### src/common/mtr_pkg.sv
// Constants, field positions and types of the memory type range lookup.
// Assumes a 32-bit classic Wishbone register bus and 36-bit physical addresses.
package mtr_pkg;

  // Widths
  localparam int PA_W = 36;
  localparam int WB_AW = 12;
  localparam int WB_DW = 32;
  localparam int NVAR_DEF = 8;
  localparam int NFIX = 8;

  // Register byte offsets; each 64-bit register is a low word then a high word
  localparam logic [WB_AW-1:0] OFS_CAP = 12'h000;
  localparam logic [WB_AW-1:0] OFS_DEF = 12'h008;
  localparam logic [WB_AW-1:0] OFS_FIX = 12'h040;
  localparam logic [WB_AW-1:0] OFS_VAR = 12'h100;
  localparam logic [WB_AW-1:0] FIX_STRIDE = 12'h008;
  localparam logic [WB_AW-1:0] VAR_STRIDE = 12'h010;

  // Field positions
  localparam int TYPE_MSB = 7;
  localparam int CAP_VCNT_MSB = 7;
  localparam int CAP_FIX_BIT = 8;
  localparam int CAP_WC_BIT = 10;
  localparam int DEF_FE_BIT = 10;
  localparam int MASK_V_BIT = 11;
  localparam int PAGE_LSB = 12;
  localparam int FIX_TOP_BIT = 20;
  localparam int FIX_REG_LSB = 17;
  localparam int FIX_SUB_LSB = 14;

  // Writable bits; all others read as zero
  localparam logic [63:0] DEF_WMASK = 64'h0000_0000_0000_04FF;
  localparam logic [63:0] BASE_WMASK = 64'h0000_000F_FFFF_F0FF;
  localparam logic [63:0] MASK_WMASK = 64'h0000_000F_FFFF_F800;
  localparam logic [63:0] FIX_WMASK = 64'hFFFF_FFFF_FFFF_FFFF;

  // Reset value of every range register
  localparam logic [63:0] RANGE_RST = 64'h0000_0000_0000_0000;

  typedef enum logic [7:0] {
    MTR_UC = 8'h00,
    MTR_WC = 8'h01,
    MTR_WT = 8'h04,
    MTR_WP = 8'h05,
    MTR_WB = 8'h06
  } mtr_cache_type;

  typedef enum logic [1:0] {
    MTR_SRC_DEFAULT = 2'h0,
    MTR_SRC_FIXED = 2'h1,
    MTR_SRC_VAR = 2'h3
  } mtr_src_type;

endpackage

### src/common/mtr_pair_if.sv
// Signals between the register bank and one base/mask pair comparator.
// Assumes one instance per variable pair.
interface mtr_pair_if;
  import mtr_pkg::*;
  logic [PA_W-1:0] addr;
  logic [63:0] base;
  logic [63:0] mask;
  logic hit;
  logic [TYPE_MSB:0] mtype;

  modport owner (output addr, output base, output mask, input hit, input mtype);
  modport match (input addr, input base, input mask, output hit, output mtype);
endinterface

### src/core/mtr_pair_match.sv
// Masked address compare of one variable base/mask pair.
// Assumes base and mask come straight from the register bank.
module mtr_pair_match (
  // Pair under test
  mtr_pair_if.match pair
);
  import mtr_pkg::*;

  wire [PA_W-1:PAGE_LSB] mask_bits;
  wire [PA_W-1:PAGE_LSB] addr_sel;
  wire [PA_W-1:PAGE_LSB] base_sel;
  wire pair_valid;

  assign mask_bits = pair.mask[PA_W-1:PAGE_LSB];
  // Any bit pattern allowed in the mask, so holes may repeat
  assign addr_sel = pair.addr[PA_W-1:PAGE_LSB] & mask_bits;
  assign base_sel = pair.base[PA_W-1:PAGE_LSB] & mask_bits;
  assign pair_valid = pair.mask[MASK_V_BIT];
  assign pair.hit = pair_valid && (addr_sel == base_sel);
  assign pair.mtype = pair.base[TYPE_MSB:0];
endmodule

### src/core/mtr_range_lookup.sv
// Memory type range register bank and address lookup.
// Assumes a classic Wishbone master and a lookup requester on clk_i.
// What this block does
// - Range registers are 64 bits, reached only as two bus words.
// - Fixed registers govern below 1 MB while enabled, variable pairs everywhere else.
// - Read-only capability register reports fixed support and pair count.
// - Access to an unimplemented address answers with bus error and exception.
// - Only hard reset restores defaults; soft init leaves contents alone.
// - An enabled fixed range wins over any variable pair.
// - One fixed-enable bit in default type register gates all fixed registers.
// - A pair takes part only while mask bit 11 is set.
// - After reset fixed-enable and all pair valid bits read cleared.
// - Pair hits when address AND mask equals base AND mask.
// - On a pair hit the type comes from base low bits.
// - Type field covers write-through, write-back, combining, protected, uncached.
// - Mask need not be contiguous; periodic holes are possible.
module mtr_range_lookup #(
  parameter int NVAR = mtr_pkg::NVAR_DEF,
  parameter bit FIX_IMPL = 1'b1
) (
  // Clock and hard reset
  input wire logic clk_i,
  input wire logic rst_i,
  // Wishbone slave
  input wire logic wb_cyc_i,
  input wire logic wb_stb_i,
  input wire logic wb_we_i,
  input wire logic [mtr_pkg::WB_AW-1:0] wb_adr_i,
  input wire logic [3:0] wb_sel_i,
  input wire logic [mtr_pkg::WB_DW-1:0] wb_dat_i,
  output logic [mtr_pkg::WB_DW-1:0] wb_dat_o,
  output logic wb_ack_o,
  output logic wb_err_o,
  // Exception toward the core
  output logic exc_o,
  // Lookup port
  input wire logic lk_valid_i,
  input wire logic [mtr_pkg::PA_W-1:0] lk_addr_i,
  output logic lk_valid_o,
  output logic [mtr_pkg::TYPE_MSB:0] lk_type_o,
  output logic [1:0] lk_src_o
);
  import mtr_pkg::*;

  localparam logic [WB_AW-1:0] FIX_END = OFS_FIX + FIX_STRIDE * WB_AW'(NFIX);
  localparam logic [WB_AW-1:0] VAR_END = OFS_VAR + VAR_STRIDE * WB_AW'(NVAR);

  // Merge a byte-enabled word into one half of a 64-bit register
  function automatic logic [63:0] merge_word(
    input logic [63:0] old_val,
    input logic hi,
    input logic [3:0] sel,
    input logic [31:0] dat,
    input logic [63:0] wmask
  );
    logic [63:0] nv;
    nv = old_val;
    for (int b = 0; b < 4; b++) begin
      if (sel[b]) begin
        if (hi) begin
          nv[32 + 8*b +: 8] = dat[8*b +: 8];
        end else begin
          nv[8*b +: 8] = dat[8*b +: 8];
        end
      end
    end
    return nv & wmask;
  endfunction

  // Register state
  logic [63:0] def_reg;
  logic [63:0] fix_reg [NFIX];
  logic [63:0] base_reg [NVAR];
  logic [63:0] mask_reg [NVAR];
  logic ack_reg;
  logic err_reg;
  logic [WB_DW-1:0] rdata_reg;
  logic lk_valid_reg;
  logic [TYPE_MSB:0] lk_type_reg;
  logic [1:0] lk_src_reg;

  // Bus decode
  wire req;
  wire wr;
  wire hi_word;
  wire is_cap;
  wire is_def;
  wire is_fix;
  wire is_var;
  wire mapped;
  wire [WB_AW-1:0] fix_rel;
  wire [WB_AW-1:0] var_rel;
  wire [WB_AW-4:0] fix_idx;
  wire [WB_AW-5:0] var_idx;
  wire var_is_mask;
  wire [63:0] cap_val;

  assign req = wb_cyc_i && wb_stb_i && !ack_reg && !err_reg;
  assign wr = req && wb_we_i;
  assign hi_word = wb_adr_i[2];
  assign fix_rel = wb_adr_i - OFS_FIX;
  assign var_rel = wb_adr_i - OFS_VAR;
  assign fix_idx = fix_rel[WB_AW-1:3];
  assign var_idx = var_rel[WB_AW-1:4];
  assign var_is_mask = var_rel[3];
  assign is_cap = wb_adr_i[WB_AW-1:3] == OFS_CAP[WB_AW-1:3];
  assign is_def = wb_adr_i[WB_AW-1:3] == OFS_DEF[WB_AW-1:3];
  assign is_fix = FIX_IMPL && (wb_adr_i >= OFS_FIX) && (wb_adr_i < FIX_END);
  assign is_var = (wb_adr_i >= OFS_VAR) && (wb_adr_i < VAR_END);
  // Capability is read-only, so writing it counts as unmapped
  assign mapped = (is_cap && !wb_we_i) || is_def || is_fix || is_var;

  // Capability: pair count, fixed support, combining support
  assign cap_val[63:CAP_WC_BIT+1] = '0;
  assign cap_val[CAP_WC_BIT] = 1'b1;
  assign cap_val[CAP_WC_BIT-1:CAP_FIX_BIT+1] = '0;
  assign cap_val[CAP_FIX_BIT] = FIX_IMPL;
  assign cap_val[CAP_VCNT_MSB:0] = (CAP_VCNT_MSB+1)'(NVAR);

  // Per-register write strobes
  wire def_we;
  wire [NFIX-1:0] fix_we;
  wire [NVAR-1:0] base_we;
  wire [NVAR-1:0] mask_we;

  assign def_we = wr && is_def;

  genvar g;
  generate
    for (g = 0; g < NFIX; g++) begin : g_fix
      assign fix_we[g] = wr && is_fix && (fix_idx == (WB_AW-3)'(g));
      always_ff @(posedge clk_i) begin
        if (rst_i) begin
          fix_reg[g] <= RANGE_RST;
        end else if (fix_we[g]) begin
          fix_reg[g] <= merge_word(fix_reg[g], hi_word, wb_sel_i, wb_dat_i, FIX_WMASK);
        end
      end
    end
  endgenerate

  // Variable pairs and their comparators
  wire [NVAR-1:0] var_hit;
  logic [TYPE_MSB:0] var_type [NVAR];

  generate
    for (g = 0; g < NVAR; g++) begin : g_var
      mtr_pair_if pif ();
      assign base_we[g] = wr && is_var && !var_is_mask && (var_idx == (WB_AW-4)'(g));
      assign mask_we[g] = wr && is_var && var_is_mask && (var_idx == (WB_AW-4)'(g));
      assign pif.addr = lk_addr_i;
      assign pif.base = base_reg[g];
      assign pif.mask = mask_reg[g];
      assign var_hit[g] = pif.hit;
      assign var_type[g] = pif.mtype;
      mtr_pair_match u_match (
        .pair (pif)
      );
      always_ff @(posedge clk_i) begin
        if (rst_i) begin
          base_reg[g] <= RANGE_RST;
          mask_reg[g] <= RANGE_RST;
        end else begin
          if (base_we[g]) begin
            base_reg[g] <= merge_word(base_reg[g], hi_word, wb_sel_i, wb_dat_i, BASE_WMASK);
          end
          if (mask_we[g]) begin
            mask_reg[g] <= merge_word(mask_reg[g], hi_word, wb_sel_i, wb_dat_i, MASK_WMASK);
          end
        end
      end
    end
  endgenerate

  // Default type register; hard reset clears fixed-enable
  always_ff @(posedge clk_i) begin
    if (rst_i) begin
      def_reg <= RANGE_RST;
    end else if (def_we) begin
      def_reg <= merge_word(def_reg, hi_word, wb_sel_i, wb_dat_i, DEF_WMASK);
    end
  end

  // Read data select
  logic [63:0] rd_full;
  wire [WB_DW-1:0] rd_word;

  always_comb begin
    rd_full = 64'h0;
    if (is_cap) begin
      rd_full = cap_val;
    end else if (is_def) begin
      rd_full = def_reg;
    end else if (is_fix) begin
      for (int i = 0; i < NFIX; i++) begin
        if (fix_idx == (WB_AW-3)'(i)) begin
          rd_full = fix_reg[i];
        end
      end
    end else if (is_var) begin
      for (int i = 0; i < NVAR; i++) begin
        if (var_idx == (WB_AW-4)'(i)) begin
          rd_full = var_is_mask ? mask_reg[i] : base_reg[i];
        end
      end
    end
  end

  assign rd_word = hi_word ? rd_full[63:32] : rd_full[31:0];

  // Bus answer one cycle after the request is seen
  always_ff @(posedge clk_i) begin
    if (rst_i) begin
      ack_reg <= 1'b0;
      err_reg <= 1'b0;
      rdata_reg <= 32'h0000_0000;
    end else begin
      ack_reg <= req && mapped;
      err_reg <= req && !mapped;
      if (req && mapped && !wb_we_i) begin
        rdata_reg <= rd_word;
      end
    end
  end

  assign wb_ack_o = ack_reg;
  assign wb_err_o = err_reg;
  assign exc_o = err_reg;
  assign wb_dat_o = rdata_reg;

  // Lookup: fixed, then variable, then default
  wire below_1mb;
  wire fix_en;
  wire [2:0] fix_sel;
  wire [2:0] sub_sel;
  wire [TYPE_MSB:0] fix_type;
  logic var_any;
  logic var_uc;
  logic [TYPE_MSB:0] var_first;
  logic [TYPE_MSB:0] lk_type_next;
  logic [1:0] lk_src_next;

  assign below_1mb = lk_addr_i[PA_W-1:FIX_TOP_BIT] == '0;
  assign fix_en = FIX_IMPL && def_reg[DEF_FE_BIT];
  assign fix_sel = lk_addr_i[FIX_TOP_BIT-1:FIX_REG_LSB];
  assign sub_sel = lk_addr_i[FIX_REG_LSB-1:FIX_SUB_LSB];
  assign fix_type = fix_reg[fix_sel][8*sub_sel +: 8];

  // Lowest pair wins, except that any uncached hit wins over all
  always_comb begin
    var_any = 1'b0;
    var_uc = 1'b0;
    var_first = MTR_UC;
    for (int i = NVAR - 1; i >= 0; i--) begin
      if (var_hit[i]) begin
        var_any = 1'b1;
        var_first = var_type[i];
        if (var_type[i] == MTR_UC) begin
          var_uc = 1'b1;
        end
      end
    end
  end

  always_comb begin
    if (below_1mb && fix_en) begin
      lk_type_next = fix_type;
      lk_src_next = MTR_SRC_FIXED;
    end else if (var_any) begin
      lk_type_next = var_uc ? MTR_UC : var_first;
      lk_src_next = MTR_SRC_VAR;
    end else begin
      lk_type_next = def_reg[TYPE_MSB:0];
      lk_src_next = MTR_SRC_DEFAULT;
    end
  end

  always_ff @(posedge clk_i) begin
    if (rst_i) begin
      lk_valid_reg <= 1'b0;
      lk_type_reg <= MTR_UC;
      lk_src_reg <= MTR_SRC_DEFAULT;
    end else begin
      lk_valid_reg <= lk_valid_i;
      if (lk_valid_i) begin
        lk_type_reg <= lk_type_next;
        lk_src_reg <= lk_src_next;
      end
    end
  end

  assign lk_valid_o = lk_valid_reg;
  assign lk_type_o = lk_type_reg;
  assign lk_src_o = lk_src_reg;
endmodule

### config.mk
export PLATFORM = sky130hd
export DESIGN_NAME = mtr_range_lookup
export DESIGN_NICKNAME = d
export VERILOG_FILES = /design/src/common/mtr_pkg.sv /design/src/common/mtr_pair_if.sv /design/src/core/mtr_pair_match.sv /design/src/core/mtr_range_lookup.sv
export SDC_FILE = /design/constraint.sdc
export NUM_CORES = 2
export LEC_CHECK = 0
export BUFFER_PORTS_ARGS = -buffer_cell sky130_fd_sc_hd__buf_2
export CAP_MARGIN = 15
export CORE_AREA = 2 2 351 353
export DETAILED_ROUTE_END_ITERATION = 8
export DIE_AREA = 0 0 353 355
export HOLD_SLACK_MARGIN = 0.03
export SLEW_MARGIN = 30
export SYNTH_ARGS = -nofsm -noshare
export SYNTH_HDL_FRONTEND = slang
export SYNTH_SLANG_ARGS = --single-unit
### constraint.sdc
create_clock -name clk_i -period 10.35 [get_ports clk_i]
set_input_delay 1.5525 -clock clk_i [delete_from_list [all_inputs] [get_ports clk_i]]
set_output_delay 1.5525 -clock clk_i [all_outputs]
set_load 0.02 [all_outputs]
* After elaboration in Yosys (flattened, before gate mapping)
Memories as Yosys holds them, arrays and structs flattened. Index checks and enable logic that the tools add are counted.
Word-level totals: register bits 54, memory bits (writable) 968, bits of input ports 90, output and inout bits 46, word-level logic and storage cells 860, memories kept 3
Memories:
- fix_reg | depth 8, bits a word 64, read ports 9, clocked after memory_dff 0, write ports 8, line mtr_range_lookup.sv:72 | logic [63:0] fix_reg [NFIX];
- base_reg | depth 8, bits a word 32, read ports 8, clocked after memory_dff 0, write ports 8, line mtr_range_lookup.sv:73 | logic [63:0] base_reg [NVAR];
- mask_reg | depth 8, bits a word 25, read ports 8, clocked after memory_dff 0, write ports 8, line mtr_range_lookup.sv:74 | logic [63:0] mask_reg [NVAR];
Operators by class: $add $sub $neg 2, $lt $le $gt $ge 4, equality and inequality tests 23, shift operators 1, mux-type cells 708, bitwise gates (word level) 41, reduce and logical (&&, ||, !) cells 70
Operator list (count):
- two-way mux 8 bit | 491
- two-way mux 64 bit | 36
- bitwise AND 24 bit | 16
- two-way mux 32 bit | 9
- two-way mux 4 bit | 64
- two-way mux 25 bit | 8
- == test 24 bit | 8
- two-way mux 1 bit | 98
- logical NOT 8 bit | 9
- variable part select 64 x 7 -> 8 bit | 1
- logical AND 1 bit | 48
- == test 9 x 3 -> 1 bit (second input constant) | 4
- == test 8 x 3 -> 1 bit (second input constant) | 4
- OR 1 bit | 24
- == test 9 x 1 -> 1 bit (second input constant) | 2
- == test 9 x 2 -> 1 bit (second input constant) | 2
- logical NOT 9 bit | 2
- == test 8 x 2 -> 1 bit (second input constant) | 2
- logical NOT 16 bit | 1
- >= comparator 12 x 7 -> 1 bit (second input constant) | 1
- >= comparator 12 x 9 -> 1 bit (second input constant) | 1
- < comparator 12 x 8 -> 1 bit (second input constant) | 1
- < comparator 12 x 9 -> 1 bit (second input constant) | 1
- subtractor 12 x 7 -> 12 bit (second input constant) | 1
- 7 further kinds | 15

* Depth between registers and ports, before layout
An unclocked memory read counts as a cell.
depth after elaboration 22, depth in mapped cells 13, mapped depth without buffers 10

* Hierarchy
A second synthesis with hierarchy kept.
Second synthesis, totals: cell total of the unflattened synthesis 4330, area, all modules 54597.4 µm²
By module, submodules not included:
- mtr_range_lookup | times used 1, cells an instance 3946, area an instance 51364.3 µm², sequential area each 30148.9 µm²
- mtr_pair_match | times used 8, cells an instance 48, area an instance 404.1 µm², sequential area each 0.0 µm²

* Least setup slack after synthesis
No wires, ideal clock.
path kind input-to-reg, from in wb_adr_i[7] (netlist name), to mem fix_reg[0][56], enable pin, library setup time 375 ps, arrival time 4002 ps, data required time 9975 ps, path slack 5973 ps, stages 9, buffers on the path 1, cells stage by stage inv_1 ha_1 or4b_1 o311ai_4 nand2_2 nor2_2 clkbuf_1 nand3_1 o21bai_1
RTL lines:
- start, declared | line mtr_range_lookup.sv:28 | input wire logic [mtr_pkg::WB_AW-1:0] wb_adr_i,
- end, declared | line mtr_range_lookup.sv:72

* Worst setup path after layout
from in wb_adr_i[4] (netlist name), to reg rdata_reg[23], in the netlist wb_dat_o[23]
On the way: longest elaborated chain between the ends 15, elaborated cells between the ends (all ways) 53, those cells by class add/sub: 2; order compare: 4; eq/ne: 15; mux: 21; reduce/logical: 11
Ends and longest elaborated chain:
- subtractor 12 x 9 -> 12 bit | line mtr_range_lookup.sv:102 | assign var_rel = wb_adr_i - OFS_VAR;
- logical NOT 8 bit | line mtr_range_lookup.sv:202 | if (var_idx == (WB_AW-4)'(i)) begin
- two-way mux 64 bit (8 in a row) | line mtr_range_lookup.sv:202
- two-way mux 64 bit | line mtr_range_lookup.sv:200 | end else if (is_var) begin
- two-way mux 64 bit | line mtr_range_lookup.sv:194 | end else if (is_fix) begin
- two-way mux 64 bit | line mtr_range_lookup.sv:192 | end else if (is_def) begin
- two-way mux 64 bit | line mtr_range_lookup.sv:190 | if (is_cap) begin
- two-way mux 32 bit | line mtr_range_lookup.sv:209 | assign rd_word = hi_word ? rd_full[63:32] : rd_full[31:0];
- end signal, assigned | line mtr_range_lookup.sv:221 | rdata_reg <= rd_word;
- end, declared | line mtr_range_lookup.sv:77 | logic [WB_DW-1:0] rdata_reg;
Parallel ways exist; a longest one is shown, timed or not. A chain may end at the register's enable or synchronous reset.

==> summary.md <==
| Metric | Value |
|---|---|
| Max FFs per register | `512` |
| Core region area | `121000 um2` |
| Int Power | `7.44 mW` |
| CTS Sinks | `1022` |
| Number of flops mapped to enable cells by yosys | `968` |
| Avg Inst Size Synth | `12.4 um2` |
| Layout cell share with drive strength beyond 1 | `0.171` |
| Status | `finished clean` |
| VDD IR max | `138 uV` |
| Max-cap viol count | `0` |
| DR top layer | `met5` |
| Top Ports | `136` |
| First-pass GRT wire length | `323 mm` |
| Hold buffer count at CTS | `0` |
| Crit path from | `wb_adr_i[4]` |
| Combinational Power Share | `0.104` |
| CTS Buf Count | `111` |
| HP Class | `flip-flop to flip-flop` |
| CP Launch Type | `input pin` |
| Period Utilization, post-route | `0.531` |
| Die area | `125000 um2` |
| R2r endpoint | `fix_reg[1][55]$_SDFFCE_PN0P_` |
| Crit Path Class | `input pin to flip-flop` |
| Critical Path Max Stage Delay | `0.66 ns` |
| Simple-gate share of the synthesized area | `0.143` |
| Cell family with most CP delay | `compound AO/OA/AOI/OAI gates` |
| Period minus WS final | `5.49 ns` |
| Crit-path cells | `buf_6 > buf_4 > buf_4 > nor2_1 > buf_4 > nand3_1 > o21ai_0 > a21oi_1 > o221ai_1 > a32o_1` |
| Crit. End Element | `flip-flop` |
| Clk buf depth | `3` |
| Final wirelength | `about 240 mm` |
| Worst Path Required | `between 10 and 15 ns` |
| R2R depth | `5` |
| Worst path slowest cell | `nand3_1` |
| Layout area overhead | `11.1%` |
| Reg2reg start | `exc_o$_SDFF_PP0_` |
| Largest family of logic cells by synthesized area | `simple AND/OR/NAND/NOR gates` |
| # rows | `about 130` |
| Worst Setup EP | `wb_dat_o[23]$_SDFFE_PP0P_` |
| Seq/Total Area, Yosys | `0.556` |
| Max Freq | `between 0.15 and 0.2 GHz` |
| IO Port Bufs | `about 120` |
| Vias in the first global route | `41400` |
| Total power | `10.1 mW` |
| WP buf/inv | `4` |
| # DRC | `0` |
| CTS resizes | `0` |
| Commonest non-fill, non-tap cells in the layout | `edfxtp_1, and3_1, and2_1` |
| Critical path fanouts, max | `35` |
| Pin count of the biggest net entering global routing | `107` |
| Initial DRC Count | `between 8000 and 9000` |
| Compound-Gate Fraction of Synth Area | `0.119` |
| Post-synthesis cell area | `54200 um2` |
| Clock slew at reported path FFs | `0.06 ns` |
| Met2 WL post-DR | `96.8 mm` |
| R2R setup slack | `6.40 ns` |
| CTS tree | `yes` |
| Skew-Pair Late Insertion Delay | `0.74 ns` |
| Final Util | `0.496` |
| Final setup violation count | `0` |
| Commonest non-fill, non-tap cell in the layout | `edfxtp_1` |
| DPL Wire Length | `roughly 160 mm` |
| Final nets | `around 4400` |
| Worst path depth | `10` |
| Setup Skew | `0.0393 ns` |
| Synth Register Bits | `1022` |
| Post-synthesis mux area share | `0.116` |
| Die Span X | `353 um` |
| Reg power frac | `0.483` |
| Xor/xnor share of the synthesized area | `0.0313` |
| Met1 WL | `approximately 86 mm` |
| Most used DFF post-synth | `edfxtp_1` |
| Synthesized Nets | `about 4500` |
| DR WL met3 | `39.1 mm` |
| Clk network pwr share | `0.413` |
| Fin. max-slew vios | `0` |
| DRT antenna net count | `0` |
| Synth unique cells | `95` |
| Via-to-Cell Ratio | `7.17` |
| Chip height | `355 um` |
| Worst Setup Slack, final | `between 4 and 5 ns` |
| Switching Fraction | `0.261` |
| Drt pass-1 iters | `8` |
| # H-tree levels | `3` |
| Arr. time, crit path | `6.10 ns` |
| Ys async rst share | `0` |
| Lkg Pwr | `21.6 nW` |
| Unrepaired setup endpoints after global routing | `no` |
| RePlAce Congestion | `~1.0` |
| Finished Layout Cells | `6073` |
| Adder-cell share of the synthesized area | `0.000693` |
| Setup bufs post-CTS | `0` |
| Drt wl/cell | `between 30 and 40 um` |
| Place WS | `roughly 4.2 ns` |
| Endpoints failing hold | `0` |
| PwrDens | `167 nW/um2` |
| Post-Syn Instances | `4378` |
| Root Driver | `clkbuf_16` |
| Placed insts | `5853` |
| Yosys warning count | `0` |
| Starting Density | `0.446` |
| Relative slew slack | `0.243` |
| Most frequent CP cell | `buf_4` |
| Sw power | `2.63 mW` |
| Initial antenna violation count | `25` |
| Setup_tns | `0 ns` |
| Via count | `43600` |
| Total GRT Usage | `0.368` |
| Least-Margin Pin Slew | `1.14 ns` |
| Remaining global-route overflow | `0` |
worst min-delay path by stage:
| stage | endpoint | cells past startpoint | slack, ns | from |
|---|---|---|---|---|
| after floorplan | def_reg[10]$_SDFFE_PP0P_ | 2 | 0.48 | def_reg[10]$_SDFFE_PP0P_ |
| after CTS | wb_dat_o[25]$_SDFFE_PP0P_ | 1 | 0.47 | wb_dat_o[25]$_SDFFE_PP0P_ |
| after global routing | wb_dat_o[25]$_SDFFE_PP0P_ | 1 | 0.48 | wb_dat_o[25]$_SDFFE_PP0P_ |
| after global placement | wb_dat_o[4]$_SDFFE_PP0P_ | 2 | 0.45 | wb_dat_o[4]$_SDFFE_PP0P_ |
| after detailed placement | wb_dat_o[25]$_SDFFE_PP0P_ | 1 | 0.46 | wb_dat_o[25]$_SDFFE_PP0P_ |
| final | wb_dat_o[25]$_SDFFE_PP0P_ | 1 | 0.47 | wb_dat_o[25]$_SDFFE_PP0P_ |
power by group through the flow:
stage	Sequential (mW)	Combinational, mW	Clock (mW)
4_1_cts	4.86	1.00	4.14
2_1_floorplan	4.88	0.585	0
6_report	4.87	1.05	4.15
3_5_place_dp	4.94	0.998	0
5_1_grt	4.88	1.06	4.30
3_3_place_gp	4.94	0.991	0
stage by stage:
stage                     cell area, um2  hold WS, ns
after floorplan                    54200        0.478
after global placement             56300        0.449
after detailed placement           56400        0.458
after CTS                          60100        0.472
after global routing               60200        0.482
final                              60200        0.470
cells in the mapped netlist (all sizes together) (30+ instances only):
master  instances  share of area
edfxtp        968           0.54
and3          349          0.040
nor2          325          0.023
and2          282          0.033
clkbuf        279          0.019
a22oi         265          0.037
xor2          193          0.031
nand2         185          0.013
mux4          182          0.076
a21oi         174          0.016
mux2i         169          0.031
buf           121          0.012
o21ai         112          0.010
nand3          55         0.0051
dfxtp          54          0.020
nand4          53         0.0062
a221oi         48         0.0078
mux2           45         0.0093
nor4           41         0.0056
a211oi         35         0.0049
nor3           35         0.0039
o22ai          34         0.0039
a31oi          30         0.0037
routing by layer:
metal,GRT usage,vias up
li1,-,17100
met1,0.493,21700
met2,0.518,3997
met3,0.140,792
met4,0.194,12
met5,0,-
kinds of logic (layout without fill, tap and decap cells):
group                      count (synthesis)  in the layout
AOI/OAI and AO/OA                        914            914
xor gates and xnor gates                 194            194
adders and majority gates                  3              3
buffers and inverters                    427            488
DFF                                     1022           1022
muxes                                    396            396
other                                      0              9
and+or+nand+nor                         1422           1422
layout make-up:
class | instances | area [um2]
fill | 10800 | 61200
sequential | 1022 | 30100
multi-input combinational | 2929 | 22500
clock buffer | 136 | 2970
tap | 1625 | 2030
timing repair buffer | 255 | 1670
clock inverter | 70 | 731
inverter | 27 | 101
antenna | 9 | 22.5
No activity file was read; power rests on OpenSTA's default activity.
